**config.mk**
```make
export PLATFORM = sky130hd
export DESIGN_NAME = vmc_top
export DESIGN_NICKNAME = d
export VERILOG_FILES = /design/src/hdl/vmc_pkg.sv /design/src/hdl/vmc_top.sv
export SDC_FILE = /design/constraint.sdc
export NUM_CORES = 1
export LEC_CHECK = 0
export ABC_AREA = 1
export BUFFER_PORTS_ARGS = -buffer_cell sky130_fd_sc_hd__clkbuf_2
export CORE_MARGIN = 4
export CORE_UTILIZATION = 50
export DETAILED_ROUTE_END_ITERATION = 12
export PLACE_DENSITY = 0.79
export SETUP_SLACK_MARGIN = 0.15
export SLEW_MARGIN = 20
export SYNTH_ARGS = -nofsm -noshare
export SYNTH_HDL_FRONTEND = slang
export SYNTH_SLANG_ARGS = --single-unit
```
**constraint.sdc**
```tcl
create_clock -name clk -period 2.5 [get_ports clk]
set_input_delay 0.25 -clock clk [delete_from_list [all_inputs] [get_ports clk]]
set_output_delay 0.25 -clock clk [all_outputs]
set_load 0.03 [all_outputs]
```
**src/hdl/vmc_pkg.sv**
```systemverilog
package vmc_pkg;

    localparam logic [15:0] SEQ_INDEX_PORT   = 16'h03C4;
    localparam logic [15:0] SEQ_DATA_PORT    = 16'h03C5;
    localparam logic [15:0] TIM_INDEX_MONO   = 16'h03B4;
    localparam logic [15:0] TIM_DATA_MONO    = 16'h03B5;
    localparam logic [15:0] TIM_INDEX_COLOR  = 16'h03D4;
    localparam logic [15:0] TIM_DATA_COLOR   = 16'h03D5;

    localparam logic [7:0]  SEQ_IDX_MEM_MODE = 8'h04;
    localparam logic [5:0]  TIM_IDX_HTOTAL   = 6'h00;

    localparam int          MM_EXT_BIT       = 1;
    localparam int          MM_OE_BIT        = 2;
    localparam int          MM_CHAIN_BIT     = 3;
    localparam logic [7:0]  MM_WRITE_MASK    = 8'h0E;
    localparam logic [7:0]  MM_RESET         = 8'h00;
    localparam logic [5:0]  TIM_INDEX_RESET  = 6'h00;
    localparam logic [7:0]  HTOTAL_RESET     = 8'h00;

    localparam logic [7:0]  HTOTAL_BIAS      = 8'h05;
    localparam logic [15:0] SMALL_MEM_MASK   = 16'hFFFF;

    typedef struct packed {
        logic        rd;
        logic        wr;
        logic [15:0] addr;
        logic [7:0]  wdata;
    } vmc_io_req_t;

    typedef struct packed {
        logic [3:0]  plane_en;
        logic [1:0]  read_plane;
        logic [21:0] offset;
    } vmc_map_t;

endpackage

```
**src/hdl/vmc_top.sv**
```systemverilog
// Summary of operation
// - Chaining bit set overrides the sequencer alternating-plane setting; the graphics alternating-plane input is not used.
// - In chained mode plane select comes from CPU address bits A0, A1.
// - In chained mode the read plane select register is ignored.
// - Alternating-plane bit at zero selects alternating mode unless chaining overrides.
// - Alternating mode: even addresses reach planes 0,2; odd reach 1,3.
// - Extended-memory bit zero limits memory to 64 Kbytes; one uses all.
// - Six-bit timing index selects register reached by next data-port access.
// - Timing ports decode at 3B4/3B5 monochrome, 3D4/3D5 color.
// - Line-total writes are blocked while the protect bit is set.
// - Character clock from pixel clock by character width, counted, compared.
// - Line total is eight bits, programmed as total characters minus five.
// - Horizontal timing counts characters; vertical counts lines.
// - Chaining, alternating, extended and index bits reset to zero.
`timescale 1ns/1ps
`default_nettype none

module vmc_top #(
    parameter int ADDR_W = 22,
    parameter int LINE_W = 11
) (
    input  wire logic               clk,
    input  wire logic               rst_n,
    input  wire logic               clk_en,
    input  wire vmc_pkg::vmc_io_req_t io_req,
    output logic [7:0]              io_rdata,
    output logic                    io_hit,
    input  wire logic               color_mode,
    input  wire logic               write_protect,
    input  wire logic [7:0]         seq_index,
    input  wire logic               gfx_odd_even,
    input  wire logic [1:0]         read_plane_select,
    input  wire logic [ADDR_W-1:0]  cpu_addr,
    input  wire logic [21:0]        installed_mask,
    output vmc_pkg::vmc_map_t       mem_map,
    input  wire logic               pixel_clock_in,
    input  wire logic               char_width_9,
    output logic                    char_tick,
    output logic                    line_tick,
    output logic [7:0]              char_count,
    output logic [LINE_W-1:0]       line_count
);

    logic [7:0]        memory_mode_ff;
    logic [5:0]        timing_index_ff;
    logic [7:0]        line_total_ff;
    logic              pix_s1_ff;
    logic              pix_s2_ff;
    logic              pix_s3_ff;
    logic [3:0]        dot_ff;
    logic [7:0]        char_ff;
    logic [LINE_W-1:0] line_ff;
    logic [7:0]        rdata_ff;

    wire [15:0] tim_idx_port = color_mode ? vmc_pkg::TIM_INDEX_COLOR
                                          : vmc_pkg::TIM_INDEX_MONO;
    wire [15:0] tim_dat_port = color_mode ? vmc_pkg::TIM_DATA_COLOR
                                          : vmc_pkg::TIM_DATA_MONO;
    wire hit_mm  = (io_req.addr == vmc_pkg::SEQ_DATA_PORT)
                   && (seq_index == vmc_pkg::SEQ_IDX_MEM_MODE);
    wire hit_idx = io_req.addr == tim_idx_port;
    wire hit_ht  = (io_req.addr == tim_dat_port)
                   && (timing_index_ff == vmc_pkg::TIM_IDX_HTOTAL);
    wire wr_mm   = clk_en && io_req.wr && hit_mm;
    wire wr_idx  = clk_en && io_req.wr && hit_idx;
    wire wr_ht   = clk_en && io_req.wr && hit_ht && !write_protect;

    wire chain   = memory_mode_ff[vmc_pkg::MM_CHAIN_BIT];
    wire odd_ev  = !memory_mode_ff[vmc_pkg::MM_OE_BIT] && !chain;
    wire ext_mem = memory_mode_ff[vmc_pkg::MM_EXT_BIT];

    // Reserved bits are never stored, so they cannot steer anything.
    wire [7:0] nxt_memory_mode = io_req.wdata & vmc_pkg::MM_WRITE_MASK;

    // Plane enables by mapping mode; linear mode enables all four.
    wire [3:0] plane_chain = 4'h1 << cpu_addr[1:0];
    wire [3:0] plane_oe    = cpu_addr[0] ? 4'hA : 4'h5;
    wire [3:0] nxt_planes  = chain ? plane_chain : (odd_ev ? plane_oe : 4'hF);
    wire [1:0] nxt_rplane  = chain ? cpu_addr[1:0] : read_plane_select;
    // Chained and alternating modes consume low address bits for plane select.
    wire [21:0] raw_off   = 22'(chain ? (cpu_addr >> 2) : (odd_ev ? (cpu_addr >> 1) : cpu_addr));
    wire [21:0] limit     = ext_mem ? installed_mask
                                    : {6'h00, vmc_pkg::SMALL_MEM_MASK};
    wire [21:0] nxt_off   = raw_off & limit;

    // Counter ends at total plus bias so the line spans programmed plus five characters.
    wire [7:0] ht_end    = line_total_ff + vmc_pkg::HTOTAL_BIAS;
    wire       pix_rise  = pix_s2_ff && !pix_s3_ff;
    wire [3:0] dot_last  = char_width_9 ? 4'h8 : 4'h7;
    wire       nxt_char_tick = pix_rise && (dot_ff == dot_last);
    wire       at_end    = char_ff >= ht_end - 8'h01;
    wire       nxt_line_tick = nxt_char_tick && at_end;

    wire [7:0] nxt_rdata = hit_mm  ? memory_mode_ff :
                           hit_idx ? {2'b00, timing_index_ff} :
                           hit_ht  ? line_total_ff : 8'h00;

    always_ff @(posedge clk) begin
        if (!rst_n) begin
            memory_mode_ff  <= vmc_pkg::MM_RESET;
            timing_index_ff <= vmc_pkg::TIM_INDEX_RESET;
            line_total_ff   <= vmc_pkg::HTOTAL_RESET;
        end else begin
            if (wr_mm) begin
                memory_mode_ff <= nxt_memory_mode;
            end
            if (wr_idx) begin
                timing_index_ff <= io_req.wdata[5:0];
            end
            if (wr_ht) begin
                line_total_ff <= io_req.wdata;
            end
        end
    end

    // The pixel clock is slow against clk here, so it is sampled as a level.
    always_ff @(posedge clk) begin
        if (!rst_n) begin
            pix_s1_ff <= 1'b0;
            pix_s2_ff <= 1'b0;
            pix_s3_ff <= 1'b0;
        end else if (clk_en) begin
            pix_s1_ff <= pixel_clock_in;
            pix_s2_ff <= pix_s1_ff;
            pix_s3_ff <= pix_s2_ff;
        end
    end

    always_ff @(posedge clk) begin
        if (!rst_n) begin
            dot_ff  <= 4'h0;
            char_ff <= 8'h00;
            line_ff <= '0;
        end else if (clk_en && pix_rise) begin
            dot_ff <= nxt_char_tick ? 4'h0 : dot_ff + 4'h1;
            if (nxt_char_tick) begin
                char_ff <= at_end ? 8'h00 : char_ff + 8'h01;
                if (at_end) begin
                    line_ff <= line_ff + 1'b1;
                end
            end
        end
    end

    always_ff @(posedge clk) begin
        if (!rst_n) begin
            rdata_ff   <= 8'h00;
            char_tick  <= 1'b0;
            line_tick  <= 1'b0;
            mem_map    <= '0;
        end else if (clk_en) begin
            rdata_ff   <= io_req.rd ? nxt_rdata : rdata_ff;
            char_tick  <= nxt_char_tick;
            line_tick  <= nxt_line_tick;
            mem_map    <= '{plane_en: nxt_planes, read_plane: nxt_rplane, offset: nxt_off};
        end
    end

    assign io_rdata   = rdata_ff;
    assign io_hit     = hit_mm || hit_idx || hit_ht;
    assign char_count = char_ff;
    assign line_count = line_ff;

    chain_planes_a: assert property (@(posedge clk) disable iff (!rst_n)
        clk_en && chain |=> mem_map.plane_en == (4'h1 << $past(cpu_addr[1:0])))
        else $error("Chained plane select wrong.");
    chain_read_a: assert property (@(posedge clk) disable iff (!rst_n)
        clk_en && chain |=> mem_map.read_plane == $past(cpu_addr[1:0]))
        else $error("Chained read plane wrong.");
    odd_even_a: assert property (@(posedge clk) disable iff (!rst_n)
        clk_en && odd_ev |=> mem_map.plane_en == ($past(cpu_addr[0]) ? 4'hA : 4'h5))
        else $error("Alternating planes wrong.");
    override_a: assert property (@(posedge clk) disable iff (!rst_n)
        chain |-> !odd_ev)
        else $error("Chaining did not override.");
    small_mem_a: assert property (@(posedge clk) disable iff (!rst_n)
        clk_en && !ext_mem |=> mem_map.offset[21:16] == 6'h00)
        else $error("Memory not limited.");
    protect_a: assert property (@(posedge clk) disable iff (!rst_n)
        write_protect |=> $stable(line_total_ff))
        else $error("Protected write landed.");
    index_write_a: assert property (@(posedge clk) disable iff (!rst_n)
        wr_idx |=> timing_index_ff == $past(io_req.wdata[5:0]))
        else $error("Index not stored.");
    line_wrap_a: assert property (@(posedge clk) disable iff (!rst_n)
        clk_en && pix_rise && nxt_line_tick |=> char_ff == 8'h00 && line_tick)
        else $error("Line wrap wrong.");
    reset_val_a: assert property (@(posedge clk)
        !rst_n |=> memory_mode_ff == 8'h00 && timing_index_ff == 6'h00)
        else $error("Reset values wrong.");

    // The port digit is checked on the raw address, so a decode slip cannot hide behind itself.
    mono_port_a: assert property (@(posedge clk) disable iff (!rst_n)
        hit_idx |-> io_req.addr[7:4] == (color_mode ? 4'hD : 4'hB))
        else $error("Index port digit wrong.");
    read_data_a: assert property (@(posedge clk) disable iff (!rst_n)
        clk_en && io_req.rd && hit_idx |=> io_rdata == {2'b00, $past(timing_index_ff)})
        else $error("Index read back wrong.");
    ht_write_a: assert property (@(posedge clk) disable iff (!rst_n)
        wr_ht |=> line_total_ff == $past(io_req.wdata))
        else $error("Line total not stored.");
    reserved_a: assert property (@(posedge clk) disable iff (!rst_n)
        memory_mode_ff[7:4] == 4'h0 && !memory_mode_ff[0])
        else $error("Reserved bits stored.");
    tick_pair_a: assert property (@(posedge clk) disable iff (!rst_n)
        line_tick |-> char_tick && char_count == 8'h00)
        else $error("Line tick without wrap.");
    freeze_a: assert property (@(posedge clk) disable iff (!rst_n)
        !clk_en |=> $stable(char_ff) && $stable(memory_mode_ff))
        else $error("State moved while frozen.");

    line_seen_c: cover property (@(posedge clk) disable iff (!rst_n) line_tick);
    chain_use_c: cover property (@(posedge clk) disable iff (!rst_n) wr_mm ##1 chain);
    odd_even_c:  cover property (@(posedge clk) disable iff (!rst_n) clk_en && odd_ev);
    protect_c:   cover property (@(posedge clk) disable iff (!rst_n)
        write_protect && io_req.wr && hit_ht);

endmodule

`default_nettype wire

```
Yosys cells after proc, flatten, opt, wreduce, memory -nomap -nowiden
Index checks and enable logic that the tools add are counted.
Widths: inputs -> output; s select.
{"block": "op_classes", "eq_ne": 5, "shift": 1, "muxes": 15, "n_bitwise": 1, "n_reduce_logical": 22, "n_addsub": 5, "order_cmp": 1}
{"cell": "$mux 22", "n": 3}
{"cell": "$eq 16x10->1", "n": 2}
{"cell": "$mux 8", "n": 4}
{"cell": "$and 22x22->22", "n": 1}
{"cell": "$mux 4", "n": 5}
{"cell": "$eq 16x10->1 const B", "n": 1}
{"cell": "$mux 7", "n": 2}
{"cell": "$logic_and 1x1->1", "n": 12}
{"cell": "$add 11x1->11 const B", "n": 1}
{"cell": "$add 8x1->8 const B", "n": 1}
{"cell": "$add 8x3->8 const B", "n": 1}
{"cell": "$eq 8x3->1 const B", "n": 1}
{"cell": "$ge 8x8->1", "n": 1}
{"cell": "$sub 8x1->8 const B", "n": 1}
{"cell": "$logic_not 6->1", "n": 1}
{"cell": "$add 4x1->4 const B", "n": 1}
{"cell": "$eq 4x4->1", "n": 1}
{"cell": "$logic_not 1->1", "n": 4}
{"cell": "$reduce_and 2->1", "n": 2}
{"cell": "$shl 1x2->4 const A", "n": 1}
{"cell": "$reduce_and 3->1", "n": 1}
{"cell": "$logic_or 1x1->1", "n": 2}
{"cell": "$mux 2", "n": 1}
{"block": "word_totals", "out_inout_bits": 58, "reg_bits": 81, "wordCells": 65}

Longest topological paths before layout
Gate-level depths: netlist (run 1).
{"block": "logic_depth", "word_depth": 6, "depth_mapped": 14, "ltp_nobuf": 14}

Least setup slack after synthesis (run 1)
OpenSTA, ideal clock, no wires.
{"block": "synth_timing", "path_type": "register -> register", "from": "register line_total_ff[2]", "to": "register line_ff[2], in the netlist line_count[2]", "path_stages_with_launch": 14, "setup_ns": 0.132, "path_slack_ns": 0.572, "arrival_time_ns": 1.795, "synth_period_minus_slack_ns": 1.928, "n_path_buf": 1, "path_cell_list": "dfxtp_1 ha_1 nand3_1 xor2_1 inv_1 ha_1 nand2_1 nor2_1 nand4_1 nand3_1 nand2_2 buf_4 nand2_1 a21oi_1"}
{"block": "synth_via", "elab_chain_len": 4}
{"element": "from (decl)", "line": "vmc_top.sv:46", "source": "logic [7:0] line_total_ff;"}
{"element": "from (signal assigned)", "line": "vmc_top.sv:102", "source": "line_total_ff <= vmc_pkg::HTOTAL_RESET;"}
{"element": "from (signal assigned)", "line": "vmc_top.sv:111", "source": "line_total_ff <= io_req.wdata;"}
{"element": "$add 8x3->8", "line": "vmc_top.sv:87", "source": "wire [7:0] ht_end = line_total_ff + vmc_pkg::HTOTAL_BIAS;"}
{"element": "$sub 8x1->8", "line": "vmc_top.sv:91", "source": "wire at_end = char_ff >= ht_end - 8'h01;"}
{"element": "$ge 8x8->1", "line": "vmc_top.sv:91"}
{"element": "$reduce_and 3->1 (no source line)"}
{"element": "to (signal assigned)", "line": "vmc_top.sv:139", "source": "line_ff <= line_ff + 1'b1;"}
{"element": "to (decl)", "line": "vmc_top.sv:52", "source": "logic [LINE_W-1:0] line_ff;"}
No other way between the ends.
A chain may end at the register's enable or synchronous reset.

Worst setup path in the final report (run 1)
{"block": "layout_timing", "from": "register line_total_ff[4]", "to": "register char_ff[0], in the netlist char_count[0]"}
{"block": "layout_via", "elab_chain_len": 4}
{"element": "$add 8x3->8", "line": "vmc_top.sv:87"}
{"element": "$sub 8x1->8", "line": "vmc_top.sv:91"}
{"element": "$ge 8x8->1", "line": "vmc_top.sv:91"}
{"element": "$mux 8", "line": "vmc_top.sv:137", "source": "char_ff <= at_end ? 8'h00 : char_ff + 8'h01;"}
{"element": "to (signal assigned)", "line": "vmc_top.sv:137"}
{"element": "to (decl)", "line": "vmc_top.sv:51", "source": "logic [7:0] char_ff;"}
No other way between the ends.

==> results of run 1 <==
[power by group]
group          total, mW  switching [mW]  internal (mW)
combinational      0.305           0.193          0.112
clock               1.08           0.493          0.591
sequential          1.33          0.0157           1.32
[logic make-up after synthesis]
family                   synth area share (%)
XOR/XNOR                                 2.34
AND/OR/NAND/NOR                          30.0
AO/OA/AOI/OAI                            19.2
flip-flops                               36.1
buffers and inverters                    9.05
adder cells (fa/ha/maj)                  3.34
[layout by cell type (no fill, tap or decap), types with 2 or more instances in the layout]
master	synthesis	final
sky130_fd_sc_hd__nor2_4	4	4
sky130_fd_sc_hd__nor2_1	69	69
sky130_fd_sc_hd__dfxtp_1	81	80
sky130_fd_sc_hd__o21ai_1	3	3
sky130_fd_sc_hd__inv_1	66	66
sky130_fd_sc_hd__nand4_1	13	13
sky130_fd_sc_hd__o2111ai_1	4	4
sky130_fd_sc_hd__a211oi_1	3	3
sky130_fd_sc_hd__nand2_4	3	4
sky130_fd_sc_hd__inv_2	2	2
sky130_fd_sc_hd__clkinvlp_4	0	3
sky130_fd_sc_hd__clkinv_1	2	2
sky130_fd_sc_hd__o21ai_0	33	33
sky130_fd_sc_hd__and2_1	2	2
sky130_fd_sc_hd__o21bai_1	2	2
sky130_fd_sc_hd__nor2_2	3	3
sky130_fd_sc_hd__clkbuf_8	0	10
sky130_fd_sc_hd__ha_1	12	12
sky130_fd_sc_hd__nand2_1	150	150
sky130_fd_sc_hd__bufinv_16	0	2
sky130_fd_sc_hd__xor2_1	8	8
sky130_fd_sc_hd__buf_4	4	11
sky130_fd_sc_hd__nand3_1	39	38
sky130_fd_sc_hd__xnor2_1	4	4
sky130_fd_sc_hd__o211ai_1	18	18
sky130_fd_sc_hd__a21oi_1	61	61
sky130_fd_sc_hd__nor3_1	15	15
sky130_fd_sc_hd__o221ai_1	17	17
sky130_fd_sc_hd__clkbuf_2	0	144
sky130_fd_sc_hd__nand3b_1	3	3
[synthesized netlist by cell type (3+ instances only)]
cell type | n | area, µm²
sky130_fd_sc_hd__a211oi_1 | 3 | 22.5
sky130_fd_sc_hd__a21oi_1 | 61 | 305
sky130_fd_sc_hd__buf_1 | 3 | 11.3
sky130_fd_sc_hd__buf_2 | 3 | 15.0
sky130_fd_sc_hd__buf_4 | 4 | 30.0
sky130_fd_sc_hd__clkbuf_1 | 19 | 71.3
sky130_fd_sc_hd__dfxtp_1 | 81 | 1620
sky130_fd_sc_hd__ha_1 | 12 | 150
sky130_fd_sc_hd__inv_1 | 66 | 248
sky130_fd_sc_hd__nand2_1 | 150 | 563
sky130_fd_sc_hd__nand2_4 | 3 | 33.8
sky130_fd_sc_hd__nand3_1 | 39 | 195
sky130_fd_sc_hd__nand3b_1 | 3 | 22.5
sky130_fd_sc_hd__nand4_1 | 13 | 81.3
sky130_fd_sc_hd__nor2_1 | 69 | 259
sky130_fd_sc_hd__nor2_2 | 3 | 18.8
sky130_fd_sc_hd__nor2_4 | 4 | 45.0
sky130_fd_sc_hd__nor3_1 | 15 | 75.1
sky130_fd_sc_hd__o2111ai_1 | 4 | 35.0
sky130_fd_sc_hd__o211ai_1 | 18 | 135
sky130_fd_sc_hd__o21ai_0 | 33 | 165
sky130_fd_sc_hd__o21ai_1 | 3 | 15.0
sky130_fd_sc_hd__o221ai_1 | 17 | 149
sky130_fd_sc_hd__xnor2_1 | 4 | 35.0
sky130_fd_sc_hd__xor2_1 | 8 | 70.1
[worst min-delay path: stages]
cell                       delay, ns
sky130_fd_sc_hd__clkbuf_2       0.07
sky130_fd_sc_hd__nor2_1         0.03
sky130_fd_sc_hd__nor2_1         0.08
[per-layer routing]
metal / wire length, µm / GRT usage, % / share of wire, %
met5: 0 / 0 / 0
met4: 222 / 8.37 / 1.8
met3: 894 / 5.35 / 7.3
met2: 5850 / 39.1 / 47
met1: 5360 / 29.9 / 43
[flip-flops by register name, summed over array words and instances (netlist names)]
register         count
mem_map             28
line_count          11
char_count           8
io_rdata             8
line_total_ff        8
timing_index_ff      6
dot_ff               4
memory_mode_ff       3
char_tick            1
line_tick            1
pix_s1_ff            1
pix_s2_ff            1
pix_s3_ff            1
[metrics by stage]
| stage | utilization [%] | hold slack (ns) | std cells | instance area [µm²] |
|---|---|---|---|---|
| finish | 63.6 | 0.122 | 906 | 5550 |
| detailed placement | 60.5 | 0.458 | 887 | 5280 |
| global route | 63.6 | 0.127 | 906 | 5550 |
| floorplan | - | 0.385 | 656 | 4490 |
| global placement | 60.5 | 0.453 | 887 | 5280 |
| CTS | 63.2 | 0.110 | 903 | 5510 |
[how the worst max path moves through the flow]
stage                           startpoint            end  slack (ns)  cells after the start
after detailed placement  line_total_ff[4]  char_count[0]        0.25                     10
after global routing      line_total_ff[4]  char_count[0]        0.09                     10
after CTS                 line_total_ff[4]  char_count[0]        0.23                     10
after floorplan           line_total_ff[2]  line_count[2]        0.57                     13
after global placement    line_total_ff[4]  char_count[0]        0.35                     10
final                     line_total_ff[4]  char_count[0]        0.30                     10
[final cells by class]
cell class	instances	area, µm²	area share, %
clock buffer	10	138	2.48
clock inverter	6	91.3	1.65
inverter	71	268	4.83
multi-input combinational	474	2480	44.7
sequential	81	1620	29.3
tap	108	135	2.44
timing repair buffer	156	815	14.7
[repair_timing]
action	CTS	global route
setup endpoints to repair	0	13
setup buffers	0	3
gates resized for setup	0	4
==> flow_summary.yaml, run 1 <==
run_status:
  outcome: "finished, final reports clean"
pwr:
  power_density_nw_per_um2: 491
  leakagePower_nw: 2.68
  ir_drop_mv: 0.324
  post-layout-total-power_mw: 2.72
critical_path:
  critPathSlowestCell: "sky130_fd_sc_hd__dfxtp_1"
  path_max_fanout: 10
  worst_path_most_repeated_cell: "sky130_fd_sc_hd__a21oi_1"
  crit_chain: "nand3_1, nor3_1, xor2_1, ha_1, a21oi_1, o21a_1, nand3_2, nand2_4, nand2_1, a21oi_1"
  crit_required_ns: 2.77
  worst_setup_path_start_kind: "register"
  end_kind: "register"
  worstPathBufferInverterCount: 0
  critPathMaxStageDelay_ns: 0.41
  critical_path.reg2reg.startpoint: "line_total_ff[4]"
  worst-r2r-cell-count: 10
  crit-reg2reg-capture: "char_count[0]"
  crit_arrival_ns: 2.47
  worst_path_dominant_cell_family: "simple AND/OR/NAND/NOR gates"
  setup.worst_path.class: "reg2reg"
  timing.reg2reg.setup_slack_ns: 0.30
floorplan:
  chip_width_um: 103
  floorplan.rows: 34
  io-pin-count: 146
  core_area_um2: 8720
  die-height_um: 103
  initial_core_util_pct: 51.5
  die_area_um2: 10600
clock_tree:
  cts.sinks: 81
  cts.htree.levels: 3
  cts_max_path_buffers: 2
  insertion_delay_ns: 0.36
  cts.reportedPaths.clkPinSlew_ns: 0.08
  cts_tree: "done"
  hold_bufs_at_cts: 0
  root_buffer: "sky130_fd_sc_hd__clkbuf_8"
  cts_made_buffers: 9
synth:
  synthCells: 656
  yosys.cell_types.count: 38
  synth_edf_count: 0
  postSynthAreaPerCell_um2: 6.85
  async_set_or_reset_flop_fraction_in_the_synthesized_netlist_pct: 0
  mappedNetlistArea_um2: 4490
  ys.flop_type: "sky130_fd_sc_hd__dfxtp_1"
  synth_seq_cells: 81
  yosys_warnings: 0
  synth_seq_area_share_pct: 36.1
  net_count_of_the_mapped_netlist: 756
drt:
  viasPerCell: 5.33
  drt_pre_antenna_iters: 5
  postRouteWirelength_mm: 12.3
  wl_per_cell_um: 13.6
  drc_violations_left: 0
  drt_iter0_markers: 181
  number_of_nets_with_antenna_violations_after_detailed_routing: 0
  vias: 4827
hold_path:
  min_to: "line_total_ff[7]"
  hold-path-cell-count: 3
  min-delay-start: "io_req[7]"
  worst_hold_path_type: "in2reg"
place:
  dp_worst_setup_slack_ns: 0.253
  gp_routability_congestion: 0.877
  portBuffers: 144
  post-dp-hpwl_mm: 9.16
sta:
  fin_tns_setup_ns: 0
  timing.final.hold_violations: 0
  final.setup_skew_ns: 0.0124
  finalSetupViolations: 0
  share_of_the_clock_period_used_by_the_worst_path_pct: 87.8
  maxSlewHeadroom_pct: 65.8
  achievable-frequency_mhz: 456
  worst-slew-pin-transition_ns: 0.509
  finalWorstPathRequiredPeriod_ns: 2.20
  report.final.slew_viol_count: 0
  worst_case_setup_margin_in_the_final_layout_ns: 0.305
  rsz0062_at_grt: "no"
grt:
  grt_first_pass_wirelength_mm: 20.1
  antenna_found_initial: 0
  track_usage_pct: 23.5
  grt_pass1_vias: 4545
  maximum_number_of_pins_on_one_net_before_global_route_repair: 43
  global_route_total_overflow: 0
cells_and_area:
  layout_net_count: 893
  num_antenna_cells: 0
  area_growth_syn_to_layout_pct: 23.4
  post_route_cells_drive_above_1_share_pct: 24.1
  num-fill-cells: 816
run:
  cap_viol_max_count: 0
(Power assumes the default switching activity.)
==> inputs of run 2 (changes only) <==
ABC_AREA = default   (was 1)
PLACE_DENSITY = 0.8   (was 0.79)
==> run 2 against run 1 <==
  * Count of clock-buffer cells in the layout up 2
  * Final area down 0.68%
  * Critical path depth down 1
  * Die area down 3.8%
  * Via count down 8.1%
  * Combinational power down 6%
  * Clock skew up 0.0010 ns
  * Largest power group unchanged
  * Sequential power about the same
  * Wire length down 1.9%
  * Power down 0.63%
  * Maximum frequency down 10%
==> flow_summary.yaml, run 2 <==
run_status:
  outcome: "finished, final reports clean"
sta:
  timing.final.hold_violations: 0
  maxSlewHeadroom_pct: 40.8
  achievable-frequency_mhz: 409
  hold_slack_ns: 0.139
  finalWorstPathRequiredPeriod_ns: 2.45
  worst-slew-pin-transition_ns: 0.887
  report.final.slew_viol_count: 0
  worst_case_setup_margin_in_the_final_layout_ns: 0.0540
  share_of_the_clock_period_used_by_the_worst_path_pct: 97.8
  finalSetupViolations: 0
  final.setup_skew_ns: 0.0134
  rsz0062_at_grt: "yes"
synth:
  net_count_of_the_mapped_netlist: 618
  synthCells: 518
  yosys.cell_types.count: 48
  postSynthAreaPerCell_um2: 8.32
  synth_seq_area_share_pct: 37.6
  yosys_warnings: 0
  mappedNetlistArea_um2: 4310
  synth_top_area_share_pct: 37.6
  library_cell_with_the_highest_instance_count_after_synthesis: "sky130_fd_sc_hd__dfxtp_1"
  synthTopCellsByCount: "sky130_fd_sc_hd__dfxtp_1 (81), sky130_fd_sc_hd__nand2_1 (66), sky130_fd_sc_hd__a21oi_1 (49), sky130_fd_sc_hd__mux2i_1 (45), sky130_fd_sc_hd__nor2_1 (45)"
  synthDominantAreaCellType: "sky130_fd_sc_hd__dfxtp_1"
  synth_seq_cells: 81
  ys_top_cells_by_area: "sky130_fd_sc_hd__dfxtp_1 (38%), sky130_fd_sc_hd__mux2i_1 (10%), sky130_fd_sc_hd__nand2_1 (5.8%), sky130_fd_sc_hd__a21oi_1 (5.7%), sky130_fd_sc_hd__nor2_1 (3.9%)"
  async_set_or_reset_flop_fraction_in_the_synthesized_netlist_pct: 0
  synth_edf_count: 0
  ys.flop_type: "sky130_fd_sc_hd__dfxtp_1"
drt:
  postRouteWirelength_mm: 12.1
  viasPerCell: 5.74
  drt_iter0_markers: 165
  drt_pre_antenna_iters: 4
  number_of_nets_with_antenna_violations_after_detailed_routing: 0
  vias: 4434
  drc_violations_left: 0
  wl_per_cell_um: 15.6
floorplan:
  die_area_um2: 10200
  initial_core_util_pct: 51.9
  core_area_um2: 8300
  io-pin-count: 146
  floorplan.rows: 33
  chip_width_um: 101
  die-height_um: 101
place:
  portBuffers: 144
  post-dp-hpwl_mm: 8.75
  dp_worst_setup_slack_ns: -0.0345
  gp_routability_congestion: 0.830
grt:
  track_usage_pct: 23.9
  grt_first_pass_wirelength_mm: 19.9
  grt_pass1_vias: 4301
  global_route_total_overflow: 0
  maximum_number_of_pins_on_one_net_before_global_route_repair: 41
  antenna_found_initial: 0
clock_tree:
  cts.htree.levels: 3
  cts_max_path_buffers: 2
  cts_tree: "done"
  cts.sinks: 81
  cts.reportedPaths.clkPinSlew_ns: 0.09
  hold_bufs_at_cts: 0
  cts_made_buffers: 9
  root_buffer: "sky130_fd_sc_hd__clkbuf_8"
  insertion_delay_ns: 0.34
critical_path:
  critPathMaxStageDelay_ns: 0.43
  crit_arrival_ns: 2.71
  path_max_fanout: 5
  crit-reg2reg-capture: "line_count[9]"
  worstPathBufferInverterCount: 1
  end_kind: "register"
  timing.reg2reg.setup_slack_ns: 0.05
  critPathSlowestCell: "sky130_fd_sc_hd__or4_1"
  worst_setup_path_start_kind: "register"
  setup.worst_path.class: "reg2reg"
  crit_required_ns: 2.76
  worst_path_dominant_cell_family: "simple AND/OR/NAND/NOR gates"
  crit_chain: "and3_4, buf_4, xnor2_1, ha_1, nand2_1, or3_4, o221a_4, or4_1, a21oi_2"
  critical_path.reg2reg.startpoint: "line_total_ff[2]"
  worst-r2r-cell-count: 9
hold_path:
  min-delay-start: "pixel_clock_in"
  worst_hold_path_type: "in2reg"
  hold-path-cell-count: 3
  min_to: "pix_s1_ff"
cells_and_area:
  area_growth_syn_to_layout_pct: 27.9
  final_common_cell: "sky130_fd_sc_hd__clkbuf_2"
  post_route_cells_drive_above_1_share_pct: 30.5
  largest_register_ff_count: 28
  layout_common_cells: "sky130_fd_sc_hd__clkbuf_2 (144), sky130_fd_sc_hd__dfxtp_1 (78), sky130_fd_sc_hd__nand2_1 (65)"
  num_antenna_cells: 0
  register_bank_with_the_most_flops: "mem_map"
  layout_net_count: 763
  finish.utilization_pct: 66.4
pwr:
  post-layout-total-power_mw: 2.71
  ir_drop_mv: 0.306
  power_density_nw_per_um2: 491
  leakagePower_nw: 2.16
run:
  cap_viol_max_count: 0
==> run 2: worst max path at each step <==
stage | from | depth (start not counted) | end | slack, ns
floorplan | line_total_ff[4] | 9 | line_count[6] | 0.13
global placement | line_total_ff[3] | 9 | line_count[9] | 0.04
detailed placement | line_total_ff[3] | 9 | line_count[6] | -0.03
CTS | line_total_ff[2] | 9 | line_count[10] | 0.07
global route | line_total_ff[4] | 9 | line_count[9] | -0.04
finish | line_total_ff[2] | 9 | line_count[9] | 0.05
==> run 2: repair_timing <==
action                                  4_1_cts  5_1_grt
endpoints found under the setup margin        8       20
resized for setup                             3        5
gates cloned                                  2        0
pin swaps                                    14        2
buffers inserted                              3        1
==> run 2: tightest hold or removal path: stages <==
cell and delay, ns:
sky130_fd_sc_hd__clkbuf_2 0.08, sky130_fd_sc_hd__mux2i_1 0.05, sky130_fd_sc_hd__nor2_1 0.07
==> run 2: stage by stage <==
step	std cells	TNS, ns	instance area (µm²)
finish	773	0	5510
global route	773	-0.0830	5510
CTS	772	0	5470
detailed placement	751	-0.0640	5180
global placement	751	0	5180
floorplan	518	0	4340
==> run 2: report_power, final <==
group          internal, mW  switching (mW)  total, mW
logic                 0.112           0.174      0.286
clock network         0.618           0.473       1.09
registers              1.31          0.0146       1.33
==> run 2: cell families (layout without fill, tap and decap cells) <==
group                      Yosys count  count (layout)  synth area share [%]
and+or+nand+nor                    228             228                  28.6
AOI/OAI and AO/OA                  107             109                  14.5
DFF                                 81              81                  37.6
muxes                               45              45                  10.5
buffers and inverters               35             183                  3.28
adders and majority gates           12              12                  3.49
xor gates and xnor gates            10              10                  2.03
==> run 2: layer usage <==
metal / vias to the layer above / global-route usage, % / wire (µm)
met1: 2051 / 29.0 / 4870
met4: 0 / 9.12 / 217
met5: - / 0 / 0
met3: 24 / 4.22 / 797
met2: 193 / 41.9 / 6200
li1: 2166 / - / -
==> run 2: area by class of cell <==
cell class | count | area (µm²)
clock inverter | 4 | 75.1
multi-input combinational | 404 | 2640
inverter | 7 | 26.3
timing repair buffer | 160 | 853
fill | 721 | 2790
clock buffer | 12 | 155
tap | 105 | 131
sequential | 81 | 1630
